===== config.mk =====
export PLATFORM = sky130hd
export DESIGN_NAME = eeb_top
export DESIGN_NICKNAME = d
export VERILOG_FILES = /design/src/hw/eeb_pkg.sv /design/src/hw/eeb_top.sv
export VERILOG_INCLUDE_DIRS = /design/src /design/src/hw
export SDC_FILE = /design/constraint.sdc
export NUM_CORES = 1
export LEC_CHECK = 0
export BUFFER_PORTS_ARGS = -buffer_cell sky130_fd_sc_hd__buf_2
export CAP_MARGIN = 20
export CORE_MARGIN = 2
export CORE_UTILIZATION = 45
export CTS_CLUSTER_DIAMETER = 60
export CTS_CLUSTER_SIZE = 24
export DETAILED_ROUTE_END_ITERATION = 10
export PLACE_DENSITY = 0.79
export RECOVER_POWER = 25
export SLEW_MARGIN = 5
export SYNTH_ARGS = -nofsm -noshare
export SYNTH_HDL_FRONTEND = slang
export SYNTH_SLANG_ARGS = --single-unit

===== constraint.sdc =====
create_clock -name i_mclk -period 1.85 [get_ports i_mclk]
set_clock_uncertainty 0.2 [all_clocks]
set_input_delay 0.2775 -clock i_mclk [delete_from_list [all_inputs] [get_ports i_mclk]]
set_output_delay 0.2775 -clock i_mclk [all_outputs]
set_load 0.01 [all_outputs]

===== src/hw/eeb_cfg.svh =====
// Purpose: Offsets, field positions, reset values and timing counts.
// Assumes: 16-bit register port, byte-addressed, little-endian lanes.
// Notes: Summary of operation follows.
`ifndef EEB_CFG_SVH
`define EEB_CFG_SVH
// Register offsets (byte addresses).
`define EEB_OFF_STATUS 8'hE4
`define EEB_OFF_RECOV 8'hE6
`define EEB_OFF_BLOAD 8'hE7
// Status register field positions.
`define EEB_BIT_RX_LPI 10
`define EEB_BIT_RSV_HI 9
`define EEB_BIT_RSV_LO 8
`define EEB_BIT_LOC_ABLE 6
`define EEB_BIT_LOC_SEL 5
`define EEB_BIT_PD_FAULT 4
`define EEB_BIT_LP_NP 3
`define EEB_BIT_NP_ABLE 2
`define EEB_BIT_PAGE_RX 1
`define EEB_BIT_LP_AN 0
// Buffer load control field positions.
`define EEB_BIT_TRAF_EN 7
`define EEB_THR_MSB 5
// Reset values.
`define EEB_RST_RECOV 8'h27
`define EEB_RST_THR 6'h08
`define EEB_RST_RSV 2'h0
// Timing: one recovery count in ns, clock period in ns.
`define EEB_TICK_NS 640
`define EEB_CLK_NS 4
`define EEB_TICK_CYC (`EEB_TICK_NS / `EEB_CLK_NS)
// Buffer load unit in bytes, as a shift.
`define EEB_UNIT_SHIFT 9
`endif


===== src/hw/eeb_pkg.sv =====
// Purpose: Types shared by the LPI status and control bank.
// Assumes: Constants come from eeb_cfg.svh.
// Notes: One-hot recovery state codes.
package eeb_pkg;
    // Recovery sequencer states.
    typedef enum logic [2:0] {
        EEB_IDLE = 3'b001,
        EEB_LPI = 3'b010,
        EEB_RECOVER = 3'b100
    } eeb_state_t;
endpackage


===== src/hw/eeb_top.sv =====
// Purpose: Port 1 EEE status, auto-negotiation expansion and LPI control.
// Assumes: Inputs are synchronous to i_mclk; events are one-cycle pulses.
// Notes: Read data appears one cycle after the read strobe.
`timescale 1ns/1ps
`include "eeb_cfg.svh"
module eeb_top #(
    parameter int BUF_W = 16
) (
    input wire logic i_mclk,
    input wire logic i_rst_n,
    input wire logic [7:0] i_reg_addr,
    input wire logic i_reg_rd,
    input wire logic i_reg_wr,
    input wire logic [1:0] i_reg_be,
    input wire logic [15:0] i_reg_wdata,
    input wire logic i_rx_lpi,
    input wire logic i_pd_fault,
    input wire logic i_page_rx,
    input wire logic i_lp_np_able,
    input wire logic i_lp_an_able,
    input wire logic i_tx_lpi,
    input wire logic i_lpi_req,
    input wire logic i_input_traffic,
    input wire logic [BUF_W-1:0] i_buf_used,
    output logic [15:0] o_reg_rdata,
    output logic o_tx_hold,
    output logic o_lpi_abort
);

    // Last tick index of a recovery count: cycles per count, from the tick time and clock period, less one.
    localparam logic [7:0] TICK_LAST = 8'(`EEB_TICK_CYC - 1);

    // Register state.
    logic [1:0] rsv_ff, nxt_rsv;
    logic pd_ff, nxt_pd;
    logic page_ff, nxt_page;
    logic [7:0] recov_ff, nxt_recov;
    logic traf_en_ff, nxt_traf_en;
    logic [5:0] thr_ff, nxt_thr;
    logic [15:0] rdata_ff, nxt_rdata;
    // Recovery sequencer state.
    eeb_pkg::eeb_state_t state_ff, nxt_state;
    logic [7:0] tick_ff, nxt_tick;
    logic [7:0] cnt_ff, nxt_cnt;
    logic hold_ff, nxt_hold;
    logic abort_ff, nxt_abort;
    // Checker helpers: cycles in the running hold and the count it started from.
    logic [15:0] run_ff, nxt_run;
    logic [7:0] len_ff, nxt_len;
    // Decoded strobes.
    logic rd_status;
    logic wr_status;
    logic wr_recov;
    logic wr_bload;
    logic over_thr;

    // Address match; one decoder serves reads and writes alike.
    function automatic logic hit(input logic [7:0] a, input logic [7:0] off);
        hit = (a == off);
    endfunction

    // The recovery and load-control bytes share one 16-bit word.
    assign rd_status = i_reg_rd && hit(i_reg_addr, `EEB_OFF_STATUS);
    assign wr_status = i_reg_wr && hit(i_reg_addr, `EEB_OFF_STATUS) && i_reg_be[1];
    assign wr_recov = i_reg_wr && hit(i_reg_addr, `EEB_OFF_RECOV) && i_reg_be[0];
    assign wr_bload = i_reg_wr && hit(i_reg_addr, `EEB_OFF_RECOV) && i_reg_be[1];

    // Threshold is in 512-byte units, so widen it before comparing bytes.
    assign over_thr = ({{BUF_W{1'b0}}, i_buf_used}
        > ({{BUF_W{1'b0}}, 10'(thr_ff)} << `EEB_UNIT_SHIFT));

    // Next values of the software-visible registers.
    always_comb
    begin
        nxt_rsv = rsv_ff;
        nxt_recov = recov_ff;
        nxt_traf_en = traf_en_ff;
        nxt_thr = thr_ff;
        // Writable reserved bits only hold what software writes.
        if (wr_status)
        begin
            nxt_rsv = i_reg_wdata[`EEB_BIT_RSV_HI:`EEB_BIT_RSV_LO];
        end
        // Software should load the larger of both recovery times here.
        if (wr_recov)
        begin
            nxt_recov = i_reg_wdata[7:0];
        end
        // Bit 14 of the word is the read-only reserved bit; it is dropped.
        if (wr_bload)
        begin
            nxt_traf_en = i_reg_wdata[8 + `EEB_BIT_TRAF_EN];
            nxt_thr = i_reg_wdata[8 + `EEB_THR_MSB:8];
        end
        // A new event in the read cycle survives, so set beats clear.
        nxt_pd = (pd_ff && !rd_status) || i_pd_fault;
        nxt_page = (page_ff && !rd_status) || i_page_rx;
    end

    // Registers for the software-visible fields.
    always_ff @(posedge i_mclk or negedge i_rst_n)
    begin
        if (!i_rst_n)
        begin
            rsv_ff <= `EEB_RST_RSV;
            pd_ff <= 1'b0;
            page_ff <= 1'b0;
            recov_ff <= `EEB_RST_RECOV;
            traf_en_ff <= 1'b0;
            thr_ff <= `EEB_RST_THR;
        end
        else
        begin
            rsv_ff <= nxt_rsv;
            pd_ff <= nxt_pd;
            page_ff <= nxt_page;
            recov_ff <= nxt_recov;
            traf_en_ff <= nxt_traf_en;
            thr_ff <= nxt_thr;
        end
    end

    // Read mux; unmapped addresses read zero and data is held otherwise.
    always_comb
    begin
        nxt_rdata = rdata_ff;
        if (i_reg_rd)
        begin
            nxt_rdata = 16'h0000;
            if (hit(i_reg_addr, `EEB_OFF_STATUS))
            begin
                nxt_rdata[`EEB_BIT_RX_LPI] = i_rx_lpi;
                nxt_rdata[`EEB_BIT_RSV_HI:`EEB_BIT_RSV_LO] = rsv_ff;
                nxt_rdata[`EEB_BIT_LOC_ABLE] = 1'b1;
                nxt_rdata[`EEB_BIT_LOC_SEL] = 1'b1;
                // Pending event is reported in the same read that clears it.
                nxt_rdata[`EEB_BIT_PD_FAULT] = pd_ff || i_pd_fault;
                nxt_rdata[`EEB_BIT_LP_NP] = i_lp_np_able;
                nxt_rdata[`EEB_BIT_NP_ABLE] = 1'b1;
                nxt_rdata[`EEB_BIT_PAGE_RX] = page_ff || i_page_rx;
                nxt_rdata[`EEB_BIT_LP_AN] = i_lp_an_able;
            end
            else if (hit(i_reg_addr, `EEB_OFF_RECOV))
            begin
                nxt_rdata = {traf_en_ff, 1'b0, thr_ff, recov_ff};
            end
        end
    end

    // Read data register.
    always_ff @(posedge i_mclk or negedge i_rst_n)
    begin
        if (!i_rst_n)
        begin
            rdata_ff <= 16'h0000;
        end
        else
        begin
            rdata_ff <= nxt_rdata;
        end
    end

    // Recovery sequencer: on leaving transmit LPI, hold the MAC for the
    // programmed number of 640 ns counts. The tick restarts at the exit so
    // the first count is never short.
    always_comb
    begin
        nxt_state = state_ff;
        nxt_tick = tick_ff;
        nxt_cnt = cnt_ff;
        unique case (state_ff)
            eeb_pkg::EEB_IDLE:
            begin
                if (i_tx_lpi)
                begin
                    nxt_state = eeb_pkg::EEB_LPI;
                end
            end
            eeb_pkg::EEB_LPI:
            begin
                if (!i_tx_lpi)
                begin
                    nxt_tick = 8'h00;
                    nxt_cnt = recov_ff;
                    // A zero wait means the MAC may send at once.
                    nxt_state = (recov_ff == 8'h00) ? eeb_pkg::EEB_IDLE
                        : eeb_pkg::EEB_RECOVER;
                end
            end
            eeb_pkg::EEB_RECOVER:
            begin
                // Re-entering LPI mid-wait abandons the countdown.
                if (i_tx_lpi)
                begin
                    nxt_state = eeb_pkg::EEB_LPI;
                end
                else if (tick_ff == TICK_LAST)
                begin
                    nxt_tick = 8'h00;
                    nxt_cnt = cnt_ff - 8'h01;
                    if (cnt_ff == 8'h01)
                    begin
                        nxt_state = eeb_pkg::EEB_IDLE;
                    end
                end
                else
                begin
                    nxt_tick = tick_ff + 8'h01;
                end
            end
            default:
            begin
                nxt_state = eeb_pkg::EEB_IDLE;
            end
        endcase
        nxt_hold = (nxt_state == eeb_pkg::EEB_RECOVER);
        // Abort only while a request is actually active.
        nxt_abort = i_lpi_req && ((traf_en_ff && i_input_traffic)
            || over_thr);
        // Only the hold-length check reads these, so synthesis may trim them.
        nxt_run = hold_ff ? run_ff + 16'h0001 : 16'h0000;
        nxt_len = (state_ff == eeb_pkg::EEB_LPI && !i_tx_lpi) ? recov_ff : len_ff;
    end

    // Sequencer and output registers.
    always_ff @(posedge i_mclk or negedge i_rst_n)
    begin
        if (!i_rst_n)
        begin
            state_ff <= eeb_pkg::EEB_IDLE;
            tick_ff <= 8'h00;
            cnt_ff <= 8'h00;
            hold_ff <= 1'b0;
            abort_ff <= 1'b0;
            run_ff <= 16'h0000;
            len_ff <= 8'h00;
        end
        else
        begin
            state_ff <= nxt_state;
            tick_ff <= nxt_tick;
            cnt_ff <= nxt_cnt;
            hold_ff <= nxt_hold;
            abort_ff <= nxt_abort;
            run_ff <= nxt_run;
            len_ff <= nxt_len;
        end
    end

    assign o_reg_rdata = rdata_ff;
    assign o_tx_hold = hold_ff;
    assign o_lpi_abort = abort_ff;

    // Checks on the status word as seen by a read, then on the recovery hold and the abort output.
    property p_rx_lpi;
        @(posedge i_mclk) disable iff (!i_rst_n)
        rd_status |=> o_reg_rdata[10] == $past(i_rx_lpi);
    endproperty
    a_rx_lpi: assert property (p_rx_lpi) else $error("rx lpi bit wrong");

    property p_const_bits;
        @(posedge i_mclk) disable iff (!i_rst_n)
        rd_status |=> o_reg_rdata[6] && o_reg_rdata[5];
    endproperty
    a_const_bits: assert property (p_const_bits) else $error("location bits wrong");

    property p_loc_sel;
        @(posedge i_mclk) disable iff (!i_rst_n)
        rd_status |=> o_reg_rdata[7:5] == 3'h3;
    endproperty
    a_loc_sel: assert property (p_loc_sel) else $error("store select wrong");

    property p_pd_fault;
        @(posedge i_mclk) disable iff (!i_rst_n)
        i_pd_fault ##1 rd_status |=> o_reg_rdata[4];
    endproperty
    a_pd_fault: assert property (p_pd_fault) else $error("fault latch wrong");

    property p_pd_clear;
        @(posedge i_mclk) disable iff (!i_rst_n)
        rd_status && !i_pd_fault |=> !pd_ff;
    endproperty
    a_pd_clear: assert property (p_pd_clear) else $error("fault not cleared");

    property p_lp_bits;
        @(posedge i_mclk) disable iff (!i_rst_n)
        rd_status |=> o_reg_rdata[3] == $past(i_lp_np_able)
            && o_reg_rdata[0] == $past(i_lp_an_able);
    endproperty
    a_lp_bits: assert property (p_lp_bits) else $error("partner bits wrong");

    property p_np_able;
        @(posedge i_mclk) disable iff (!i_rst_n)
        rd_status |=> o_reg_rdata[2];
    endproperty
    a_np_able: assert property (p_np_able) else $error("next page able wrong");

    property p_page_hold;
        @(posedge i_mclk) disable iff (!i_rst_n)
        i_page_rx ##1 !rd_status[*3] |=> page_ff;
    endproperty
    a_page_hold: assert property (p_page_hold) else $error("page latch lost");

    property p_an_able;
        @(posedge i_mclk) disable iff (!i_rst_n)
        rd_status && i_lp_an_able |=> o_reg_rdata[0];
    endproperty
    a_an_able: assert property (p_an_able) else $error("an able bit wrong");

    property p_recov_load;
        @(posedge i_mclk) disable iff (!i_rst_n)
        state_ff == eeb_pkg::EEB_LPI && !i_tx_lpi && recov_ff != 8'h00
            |=> cnt_ff == $past(recov_ff) && o_tx_hold;
    endproperty
    a_recov_load: assert property (p_recov_load) else $error("recovery not loaded");

    property p_tick_len;
        @(posedge i_mclk) disable iff (!i_rst_n)
        $fell(o_tx_hold) && !$past(i_tx_lpi)
            |-> run_ff == 16'(len_ff) * 16'(`EEB_TICK_CYC);
    endproperty
    a_tick_len: assert property (p_tick_len) else $error("tick length wrong");

    property p_traf_abort;
        @(posedge i_mclk) disable iff (!i_rst_n)
        i_lpi_req && i_input_traffic |=> o_lpi_abort == ($past(traf_en_ff) || $past(over_thr));
    endproperty
    a_traf_abort: assert property (p_traf_abort) else $error("traffic abort wrong");

    property p_buf_abort;
        @(posedge i_mclk) disable iff (!i_rst_n)
        i_lpi_req && over_thr |=> o_lpi_abort;
    endproperty
    a_buf_abort: assert property (p_buf_abort) else $error("buffer abort missing");

endmodule


==> impl_results.md <==
- Vias post-DR: 2500
- Most frequent cell after synthesis: dfrtp_1
- Final nets: 432
- Crit end category: register
- Initial antenna violation count: 0
- Share of cells above drive strength 1: 38.1%
- Lkg Pwr: 1.73 nW
- CTS Root Cell: clkbuf_8
- GRT Residual Overflow: 0
- YS warnings: 0
- Clock buffer count from CTS: 5
- RD Place Congestion: 0.893
- Gr usage total: 20.6%
- Initial drt markers: 192
- Die Y: 83.4 um
- Placed insts: 420
- WHS Endpoint: o_reg_rdata[0]
- Vias in the first global route: 2514
- Reg2reg path depth: 5
- Hold Path Depth: 3
- Worst setup path start: tick_ff[1]
- Fillcell total: 485
- Ys async rst share: 100%
- Startpoint types: register
- Final Hold Fails: 0
- Area grow syn2layout: 30.6%
- Mean Syn Cell Area: 10.9 um2
- Core area: 6030 um2
- Largest net degree at the start of global routing: 35
- # DRC: 0
- Crit Reg-Reg Startpoint: tick_ff[1]
- Share of the yosys chip area belonging to registers: 48.7%
- Utilization after layout: 61.5%
- Area leader, netlist: dfrtp_1
- Met2 GRT Util: 33.1%
- Area contributors post-synth: dfrtp_1 (43%), mux2_2 (6.7%), dfstp_2 (5.6%)
- Post-synth top area share: 43.2%
- EDFF count, synth: 0
- WL/cell: 15.8 um
- Clock sinks: 55
- Crit Path Max Fanout: 5
- First-pass GRT wire length: 11.7 mm
- Data arrival, critical path: 1.80 ns
- Max frequency: 554 MHz
- Worst R2R End: cnt_ff[1]
- Main synth FF type: dfrtp_1
- H-tree Lvls: 2
- Global Route met3 Usage: 3.48%
- GR Layer Usage met1: 27.4%
- Crit-path slowest cell: dfrtp_1
- Port-buffer cells: 69
- Post-Syn Nets: 324
- Tmin final: 1.81 ns
- Distinct cell type count after synthesis: 55
- Power per Cell Area: 711 nW/um2
- Row cnt: 28
- Hold path start: i_lp_an_able
- Worst EP required: 1.84 ns
- ANT nets after route: 0
- Crit path kind: register to register
- Via density per instance: 5.62
- #FFs+latches synth: 55
- Final wirelength: 7.01 mm
- CTS tree: yes
- Max-cap violations: 0
- Drt first pass iters: 5
- Die area: 6960 um2
- Post-Syn Area: 2840 um2
- Hold WC Path Type: primary input to register
- Status: completed
- Initial Util: 47.1%
- Ant diodes: 0
- Largest stage delay on the critical path: 0.42 ns
- Post-synth top cells: dfrtp_1 (49), inv_1 (20), mux2_2 (17)
- Clk buf depth: 2
- Final Setup Violations: 0
- GRT busiest layer: met2
- Reg clk slew, reported paths: 0.11 ns
- CP Cell Sequence: ha_1 > and3_2 > a21oi_4 > nor2_2 > mux2_4
- Post-DP HPWL: 5.09 mm
- Skew-Pair Late Insertion Delay: 0.32 ns
- DIE WIDTH: 83.4 um
- Max rail drop VDD: 0.367 mV
- Final cell count without fillers: 445
- Syn Inst Count: 261
- Reg2Reg Setup Slack: 0.04 ns
- I/O pin count: 72
- Max Slew Vio Count: 0
- Fin crit share: 97.6%
- Setup bufs post-CTS: 0
[how the worst max path moves through the flow]
stage / endpoint / depth (start not counted) / slack [ns]
floorplan: cnt_ff[6] / 6 / 0.01
global placement: o_lpi_abort / 6 / 0.04
detailed placement: o_lpi_abort / 6 / -0.02
CTS: cnt_ff[1] / 4 / 0.02
global route: o_lpi_abort / 6 / -0.03
finish: cnt_ff[1] / 5 / 0.04
[kinds of logic (layout without fill, tap and decap cells)]
family	count (synthesis)	in the layout	synth area share, %
mux	18	18	7.27
xor+xnor	6	6	2.11
flops	55	55	48.7
compound gates	66	66	16.1
fa+ha+maj	9	9	3.96
other cells	1	1	0.132
simple gates	77	77	17.3
buf+inv	29	138	4.45
[worst max-delay path, delay by kind of cell (launching register included)]
family                   cells  cell delay [ns]
multiplexers                 1             0.30
flip-flops                   1             0.42
adder cells (fa/ha/maj)      1             0.22
AND/OR/NAND/NOR              2             0.36
AO/OA/AOI/OAI                1             0.20
[what timing repair did]
action / in CTS / in global routing
resized for setup: 1 / 7
hold endpoints to repair: 66 / 1
setup endpoints to repair: 1 / 6
pin swaps: 1 / 0
hold buffers: 16 / 1
[layout by cell type (no fill, tap or decap), types with 4 or more instances in the layout]
cell,netlist,final
nand3_1,7,7
o21ai_1,6,7
a22oi_1,11,11
nor2_1,14,14
buf_4,1,21
dfrtp_1,49,48
dfstp_2,6,6
inv_1,20,20
ha_1,9,9
nor4_1,6,6
xnor2_1,4,4
dlygate4sd3_1,0,17
buf_2,5,68
a21oi_1,9,9
clkbuf_8,0,5
a22o_1,5,5
nand4_1,4,4
nand2_1,13,13
mux2_2,17,17
o21ai_0,13,12
nor3_1,7,7
[sequential cells by signal, indices dropped and copies added (netlist names), 2 cells and up]
name	flops
cnt_ff	8
rsv_ff	2
state_ff	3
thr_ff	6
o_reg_rdata	15
tick_ff	8
recov_ff	8
[metal layers]
metal	wire [um]	vias to the layer above
met5	0	-
met3	405	20
li1	-	1179
met4	221	0
met2	3410	99
met1	2980	1202
[power breakdown]
group / internal [mW] / total [mW] / leakage, nW / switching (mW)
Sequential: 1.31 / 1.44 / 0.718 / 0.125
Combinational: 0.284 / 0.545 / 0.971 / 0.261
Clock: 0.268 / 0.655 / 0.0452 / 0.387
Total: 1.86 / 2.64 / 1.73 / 0.774
[through the flow]
step                      instance area, um2  hold WS [ns]  worst slack (ns)  power [mW]  setup TNS [ns]
final                                   3710       0.00683            0.0436        2.64               0
after global routing                    3710       0.00272           -0.0287        2.78         -0.0287
after CTS                               3690      0.000942            0.0249        2.64               0
after detailed placement                3450       -0.0740           -0.0212        1.96         -0.0212
after global placement                  3450       -0.0794            0.0351        1.94               0
after floorplan                         2840        -0.218            0.0116        1.73               0
[final cells by class]
class	instances	area [um2]	area share, %
clock buffer	6	72.6	1.96
clock inverter	2	13.8	0.371
inverter	20	75.1	2.02
multi-input combinational	177	1350	36.4
sequential	55	1390	37.3
tap	75	93.8	2.53
timing repair buffer	110	717	19.3
No activity file was read; power rests on OpenSTA's default activity.
